[src/verilog/event_id_pkg.sv]
`default_nettype none
package event_id_pkg;
	// Access decode fields of the identification register
	localparam logic [1:0] SYS_OP0      = 2'h3;
	localparam logic [2:0] SYS_OP1      = 3'h3;
	localparam logic [3:0] SYS_CRN      = 4'h9;
	localparam logic [3:0] SYS_CRM      = 4'hC;
	localparam logic [2:0] SYS_OP2      = 3'h7;
	// Syndrome class for trapped monitor accesses
	localparam logic [5:0] TRAP_SYNDROME = 6'h18;
	// Fixed parts of the register value
	localparam logic [31:0] HIGH_FIXED  = 32'h0000_0077;
	localparam logic [31:0] LOW_FIXED   = 32'hFFF0_A07E;
	localparam int          L3_BIT_POS  = 11;
	localparam int          L2_BIT_POS  = 0;
	// Exception levels
	localparam logic [1:0] LEVEL_0 = 2'h0;
	localparam logic [1:0] LEVEL_1 = 2'h1;
	localparam logic [1:0] LEVEL_2 = 2'h2;
	localparam logic [1:0] LEVEL_3 = 2'h3;
	typedef enum logic [1:0] {
		RESULT_NONE,
		RESULT_VALUE,
		RESULT_TRAP,
		RESULT_UNDEF
	} result_t;
endpackage
`default_nettype wire

[src/verilog/common_event_id_high.sv]
`default_nettype none
module common_event_id_high
	import event_id_pkg::*;
(
	input  wire logic                 clk_in,
	input  wire logic                 reset_in,
	input  wire logic                 l2_present_in,
	input  wire logic                 l3_present_in,
	input  wire logic                 read_valid_in,
	input  wire logic [1:0]           op0_in,
	input  wire logic [2:0]           op1_in,
	input  wire logic [3:0]           crn_in,
	input  wire logic [3:0]           crm_in,
	input  wire logic [2:0]           op2_in,
	input  wire logic [1:0]           current_level_in,
	input  wire logic                 halted_in,
	input  wire logic                 secure_debug_disable_in,
	input  wire logic                 monitor_pmu_trap_in,
	input  wire logic                 hyp_pmu_trap_in,
	input  wire logic                 level2_enabled_in,
	input  wire logic                 fine_trap_enable_in,
	input  wire logic                 fine_read_trap_eventid_in,
	input  wire logic                 user_access_enable_in,
	input  wire logic                 host_trap_general_in,
	output logic                      hit_out,
	output logic                      done_out,
	output logic [1:0]                result_out,
	output logic [1:0]                trap_level_out,
	output logic [5:0]                syndrome_out,
	output logic [63:0]               read_data_out,
	output logic [31:0]               external_event_id_low_copy_out,
	output logic [31:0]               external_event_id_high_copy_out
);
	import event_id_pkg::*;

	// ==========================================================
	// Register value
	// ==========================================================
	logic [31:0] lower_event_flag;
	logic [31:0] upper_event_flag;
	logic        l3_event_bit;

	// Cache options are straps, so the value is combinational on them
	assign l3_event_bit = l2_present_in & l3_present_in;
	assign upper_event_flag = HIGH_FIXED;
	always_comb
	begin
		lower_event_flag = LOW_FIXED;
		lower_event_flag[L3_BIT_POS] = l3_event_bit;
		lower_event_flag[L2_BIT_POS] = l2_present_in;
	end

	// External copies share the same bits so they cannot drift apart
	assign external_event_id_low_copy_out  = lower_event_flag;
	assign external_event_id_high_copy_out = upper_event_flag;

	// ==========================================================
	// Access decode and permission chain
	// ==========================================================
	logic    decode_hit;
	logic    halt_block;
	logic    fine_trap;
	logic    hyp_trap;
	logic    user_trap;
	result_t result_next;
	logic [1:0] level_next;

	assign decode_hit = read_valid_in && op0_in == SYS_OP0
		&& op1_in == SYS_OP1 && crn_in == SYS_CRN
		&& crm_in == SYS_CRM && op2_in == SYS_OP2;
	assign halt_block = halted_in & secure_debug_disable_in;
	assign fine_trap  = level2_enabled_in & fine_trap_enable_in
		& fine_read_trap_eventid_in;
	assign hyp_trap   = level2_enabled_in & hyp_pmu_trap_in;
	assign user_trap  = ~user_access_enable_in;

	always_comb
	begin
		result_next = RESULT_VALUE;
		level_next  = LEVEL_0;
		case (current_level_in)
			LEVEL_0, LEVEL_1:
			begin
				if (halt_block && monitor_pmu_trap_in)
					result_next = RESULT_UNDEF;
				else if (current_level_in == LEVEL_0 && user_trap)
				begin
					result_next = RESULT_TRAP;
					level_next  = (level2_enabled_in
						&& host_trap_general_in) ? LEVEL_2 : LEVEL_1;
				end
				else if (fine_trap)
				begin
					result_next = RESULT_TRAP;
					level_next  = LEVEL_2;
				end
				else if (hyp_trap)
				begin
					result_next = RESULT_TRAP;
					level_next  = LEVEL_2;
				end
				else if (monitor_pmu_trap_in)
				begin
					result_next = RESULT_TRAP;
					level_next  = LEVEL_3;
				end
			end
			LEVEL_2:
			begin
				if (monitor_pmu_trap_in && halt_block)
					result_next = RESULT_UNDEF;
				else if (monitor_pmu_trap_in)
				begin
					result_next = RESULT_TRAP;
					level_next  = LEVEL_3;
				end
			end
			LEVEL_3:
				result_next = RESULT_VALUE;
			default:
				result_next = RESULT_NONE;
		endcase
	end

	// ==========================================================
	// Answer selection
	// ==========================================================
	logic        done_reg;
	logic        done_next;
	logic        hit_reg;
	logic        hit_next;
	logic [1:0]  result_reg;
	logic [1:0]  answer_next;
	logic [1:0]  target_reg;
	logic [1:0]  target_next;
	logic [5:0]  syndrome_reg;
	logic [5:0]  syndrome_next;
	logic [63:0] data_reg;
	logic [63:0] data_next;

	// The syndrome follows the answer, so a stale code cannot leak out
	function automatic logic [5:0] syndrome_for(input logic [1:0] answer);
		syndrome_for = (answer == RESULT_TRAP) ? TRAP_SYNDROME : 6'h00;
	endfunction

	// Data only leaves on a permitted read
	function automatic logic [63:0] data_for(
		input logic [1:0]  answer,
		input logic [31:0] upper,
		input logic [31:0] lower
	);
		data_for = (answer == RESULT_VALUE) ? {upper, lower}
			: 64'h0000_0000_0000_0000;
	endfunction

	assign done_next     = read_valid_in;
	assign hit_next      = decode_hit;
	assign answer_next   = decode_hit ? result_next : RESULT_NONE;
	assign target_next   = decode_hit ? level_next : LEVEL_0;
	assign syndrome_next = syndrome_for(answer_next);
	assign data_next     = data_for(answer_next, upper_event_flag,
		lower_event_flag);

	// ==========================================================
	// Registered answer
	// ==========================================================
	always_ff @(posedge clk_in)
	begin
		if (reset_in)
			done_reg <= 1'b0;
		else
			done_reg <= done_next;
	end

	always_ff @(posedge clk_in)
	begin
		if (reset_in)
			hit_reg <= 1'b0;
		else
			hit_reg <= hit_next;
	end

	always_ff @(posedge clk_in)
	begin
		if (reset_in)
			result_reg <= RESULT_NONE;
		else
			result_reg <= answer_next;
	end

	always_ff @(posedge clk_in)
	begin
		if (reset_in)
			target_reg <= LEVEL_0;
		else
			target_reg <= target_next;
	end

	always_ff @(posedge clk_in)
	begin
		if (reset_in)
			syndrome_reg <= 6'h00;
		else
			syndrome_reg <= syndrome_next;
	end

	always_ff @(posedge clk_in)
	begin
		if (reset_in)
			data_reg <= 64'h0000_0000_0000_0000;
		else
			data_reg <= data_next;
	end

	// ==========================================================
	// Outputs
	// ==========================================================
	assign done_out       = done_reg;
	assign hit_out        = hit_reg;
	assign result_out     = result_reg;
	assign trap_level_out = target_reg;
	assign syndrome_out   = syndrome_reg;
	assign read_data_out  = data_reg;
endmodule
`default_nettype wire

[config.mk]
export PLATFORM = sky130hd
export DESIGN_NAME = common_event_id_high
export DESIGN_NICKNAME = d
export VERILOG_FILES = /design/src/verilog/event_id_pkg.sv /design/src/verilog/common_event_id_high.sv
export SDC_FILE = /design/constraint.sdc
export NUM_CORES = 1
export LEC_CHECK = 0
export ABC_AREA = 1
export BUFFER_PORTS_ARGS = -buffer_cell sky130_fd_sc_hd__buf_4
export CAP_MARGIN = 0
export CORE_MARGIN = 1
export CORE_UTILIZATION = 34
export DETAILED_ROUTE_END_ITERATION = 10
export GPL_TIMING_DRIVEN = 0
export PLACE_DENSITY_LB_ADDON = 0.15
export SETUP_SLACK_MARGIN = 0.5
export SYNTH_ARGS = -nofsm -noshare
export SYNTH_HDL_FRONTEND = slang
export SYNTH_SLANG_ARGS = --single-unit
[constraint.sdc]
create_clock -name clk_in -period 0.9 [get_ports clk_in]
set_input_delay 0 -clock clk_in [delete_from_list [all_inputs] [get_ports clk_in]]
set_output_delay 0 -clock clk_in [all_outputs]
set_load 0.01 [all_outputs]
==> insert_results.sql <==
INSERT INTO impl_metrics (metric_group, metric, value, unit) VALUES
('worst_hold_path', 'hold_start', 'reset_in', ''),
('sta', 'timing_max_transition_violations_final', '0', ''),
('yosys', 'synth_edf_count', '0', ''),
('route', 'detail_route.vias_per_cell', '3.17', ''),
('yosys', 'yosys.cell_types.count', '18', ''),
('floorplanning', 'die-height', '68.2', 'µm'),
('route', 'wire_per_inst', '8.12', 'µm'),
('final_layout', 'post_route_cells_drive_above_1_share', '65.5', '%'),
('final_layout', 'area_delta_synth_final', '97.0', '%'),
('critical_path', 'worstPathArrival', '0.97', 'ns'),
('clocking', 'total_clock_buffers_created_by_cts', '3', ''),
('sta', 'rsz0062_at_grt', 'yes', ''),
('worst_hold_path', 'hold_path_depth', '2', ''),
('worst_hold_path', 'holdCritPathClass', 'input port to register', ''),
('yosys', 'synth-async-reset-ratio', '0', '%'),
('placed_design', 'dp.cells', '426', ''),
('sta', 'max_freq', '1030', 'MHz'),
('floorplanning', 'floorplan.io_pins', '172', ''),
('clocking', 'h-tree-depth', '1', ''),
('route', 'drtIter0Drc', '8', ''),
('yosys', 'synthTopCellsByCount', 'sky130_fd_sc_hd__buf_4 (130), sky130_fd_sc_hd__nand2_1 (18), sky130_fd_sc_hd__inv_1 (16), sky130_fd_sc_hd__dfxtp_1 (10), sky130_fd_sc_hd__nor2_1 (8)', ''),
('route', 'routed-via-count', '1372', ''),
('critical_path', 'critPathRequiredTime', '0.90', 'ns'),
('yosys', 'synth_area_leader_cell', 'sky130_fd_sc_hd__buf_4', ''),
('outcome', 'status', 'finished with violations', ''),
('yosys', 'synth_sequential_area_ratio', '13.4', '%'),
('floorplanning', 'initial_utilization', '36.2', '%'),
('grt', 'grtUsageTotal', '11.6', '%'),
('route', 'detail_route.wirelength', '3520', 'µm'),
('clocking', 'cts_tree', 'yes', ''),
('final_layout', 'fin_area', '2930', 'µm²'),
('yosys', 'synth_most_common_cell', 'sky130_fd_sc_hd__buf_4', ''),
('sta', 'setup_viol', '25', ''),
('clocking', 'clock-root-buffer', 'sky130_fd_sc_hd__clkbuf_8', ''),
('placed_design', 'place.port_buffers', '69', ''),
('grt', 'first_pass_grt_wire_length', '4050', 'µm'),
('sta', 'shortest_clock_period_the_worst_path_allows_after_layout', '0.975', 'ns'),
('final_layout', 'layout.cells.non_filler', '433', ''),
('route', 'drc', '0', ''),
('final_layout', 'antenna-diode-count', '0', ''),
('yosys', 'syn_area', '1490', 'µm²'),
('final_layout', 'final-seq-area', '215', 'µm²'),
('clocking', 'clk_transition_reported_paths', '0.05', 'ns'),
('route', 'detailedRoute.firstPassIterationCount', '3', ''),
('yosys', 'synth.yosys.warnings', '0', ''),
('yosys', 'netlist_instances', '207', ''),
('sta', 'final_hold_viol_count', '4', ''),
('critical_path', 'critPathLaunchType', 'register', ''),
('flow_run', 'maxCapViolCount', '0', ''),
('clocking', 'cts.sink_count', '10', ''),
('final_layout', 'layout_nets', '416', ''),
('sta', 'final.hold.worst_slack', '-0.0622', 'ns'),
('clocking', 'ctsLongestPathBuffers', '2', ''),
('yosys', 'synth_top_cells_by_area', 'sky130_fd_sc_hd__buf_4 (66%), sky130_fd_sc_hd__dfxtp_1 (13%), sky130_fd_sc_hd__nand2_1 (4.5%)', ''),
('yosys', 'synth_flop_cell', 'sky130_fd_sc_hd__dfxtp_1', ''),
('worst_hold_path', 'worst_hold_path.endpoint', 'result_out[0]$_SDFF_PP0_', ''),
('yosys', 'register_bit_count_reported_by_yosys', '10', ''),
('grt', 'initial_antenna_violation_count', '0', ''),
('critical_path', 'setup.worst_path.class', 'register to output port', ''),
('grt', 'first_global_vias', '928', ''),
('sta', 'final.setup.worst_slack', '-0.0749', 'ns'),
('floorplanning', 'die_outline_width', '68.2', 'µm'),
('placed_design', 'place_area', '2530', 'µm²'),
('placed_design', 'hpwlAfterDp', '2880', 'µm'),
('placed_design', 'gpl_congestion', '0.736', ''),
('outcome', 'violations', 'negative hold slack, negative setup slack', ''),
('final_layout', 'fillCellCount', '344', ''),
('placed_design', 'dp_worst_setup_slack', '-0.0583', 'ns'),
('yosys', 'synth_top_area_share', '65.5', '%'),
('route', 'number_of_routed_nets_with_antenna_violations', '0', ''),
('critical_path', 'biggest_fanout_along_the_worst_timing_path', '13', '');
[kinds of logic after synthesis]
group,share of synthesized area (%)
AO/OA/AOI/OAI,1.01
other,0.504
AND/OR/NAND/NOR,15.2
flip-flops,13.4
buffers and inverters,69.8
[stage by stage]
step	utilization, %	hold WS, ns	total power, W
finish	71.3	-0.0622	0.00180
detailed placement	61.6	0.180	0.00118
floorplan	-	0.0712	0.00104
global route	71.3	-0.0626	0.00191
global placement	61.6	0.179	0.00117
CTS	68.0	-0.0679	0.00174
[critical path, stage by stage, from the launching register on]
cell and delay, ns:
sky130_fd_sc_hd__dfxtp_4 0.35, sky130_fd_sc_hd__buf_12 0.15, sky130_fd_sc_hd__buf_4 0.13, sky130_fd_sc_hd__buf_6 0.11
[worst max-delay path by stage]
stage,from,endpoint,slack (ns),cells past startpoint
CTS,read_data_out[37]$_SDFF_PP0_,read_data_out[22],-0.08,3
finish,read_data_out[37]$_SDFF_PP0_,read_data_out[6],-0.07,3
global placement,crm_in[1],syndrome_out[3]$_SDFF_PP0_,-0.03,8
global route,read_data_out[37]$_SDFF_PP0_,read_data_out[4],-0.1,3
floorplan,read_data_out[37]$_SDFF_PP0_,read_data_out[13],0.18,1
detailed placement,crm_in[1],syndrome_out[3]$_SDFF_PP0_,-0.06,8
[layout make-up]
type | count | area share [%]
buffer | 130 | 36.3
clock buffer | 4 | 1.88
inverter | 17 | 2.18
multi-input combinational | 150 | 25.1
sequential | 10 | 7.34
tap | 50 | 2.13
timing repair buffer | 72 | 25.0
[report_power, final]
part	switching, W	internal (W)	leakage, nW
Combinational	0.000368	0.000437	1.64
Clock	0.000168	0.000384	0.0288
Sequential	0.00000114	0.000443	0.0860
Total	0.000537	0.00126	1.76
[per-layer routing]
| metal | GRT usage [%] | wire length [µm] | up-vias |
|---|---|---|---|
| met5 | 0 | 0 | - |
| met4 | 1.56 | 0 | 0 |
| met3 | 3.17 | 379 | 0 |
| met2 | 26.0 | 2220 | 74 |
| met1 | 9.66 | 912 | 557 |
| li1 | - | - | 741 |
[placed cells by master (no fill, tap or decap)]
cell                       instances
sky130_fd_sc_hd__nor2_4            6
sky130_fd_sc_hd__buf_6            67
sky130_fd_sc_hd__nand4_4           1
sky130_fd_sc_hd__nor3_2            1
sky130_fd_sc_hd__a21oi_2           3
sky130_fd_sc_hd__buf_12            2
sky130_fd_sc_hd__nand2_1          12
sky130_fd_sc_hd__and3_1            1
sky130_fd_sc_hd__nand4_1           1
sky130_fd_sc_hd__nand3_4           1
sky130_fd_sc_hd__buf_8             1
sky130_fd_sc_hd__dfxtp_4           1
sky130_fd_sc_hd__nor2_2            4
sky130_fd_sc_hd__nor3_4            1
sky130_fd_sc_hd__buf_4           132
sky130_fd_sc_hd__inv_1             9
sky130_fd_sc_hd__nand2_2           6
sky130_fd_sc_hd__nand3_2           2
sky130_fd_sc_hd__dfxtp_2           9
sky130_fd_sc_hd__nor2_1            3
sky130_fd_sc_hd__nand2_4           2
sky130_fd_sc_hd__clkbuf_8          4
sky130_fd_sc_hd__conb_1          102
sky130_fd_sc_hd__inv_2             8
sky130_fd_sc_hd__nand3_1           4
[state kept, by name (all words and copies together), names as in the netlist]
| signal | flops |
|---|---|
| done_out | 1 |
| hit_out | 1 |
| read_data_out | 3 |
| result_out | 2 |
| syndrome_out | 1 |
| trap_level_out | 2 |
[repair_timing]
action | 4_1_cts | 5_1_grt
endpoints found under the hold margin | 4 | 3
pin swaps | 12 | 11
setup buffers | 2 | 1
setup endpoints to repair | 46 | 46
gates resized for setup | 55 | 34
Power figures use the tool's default switching activity.
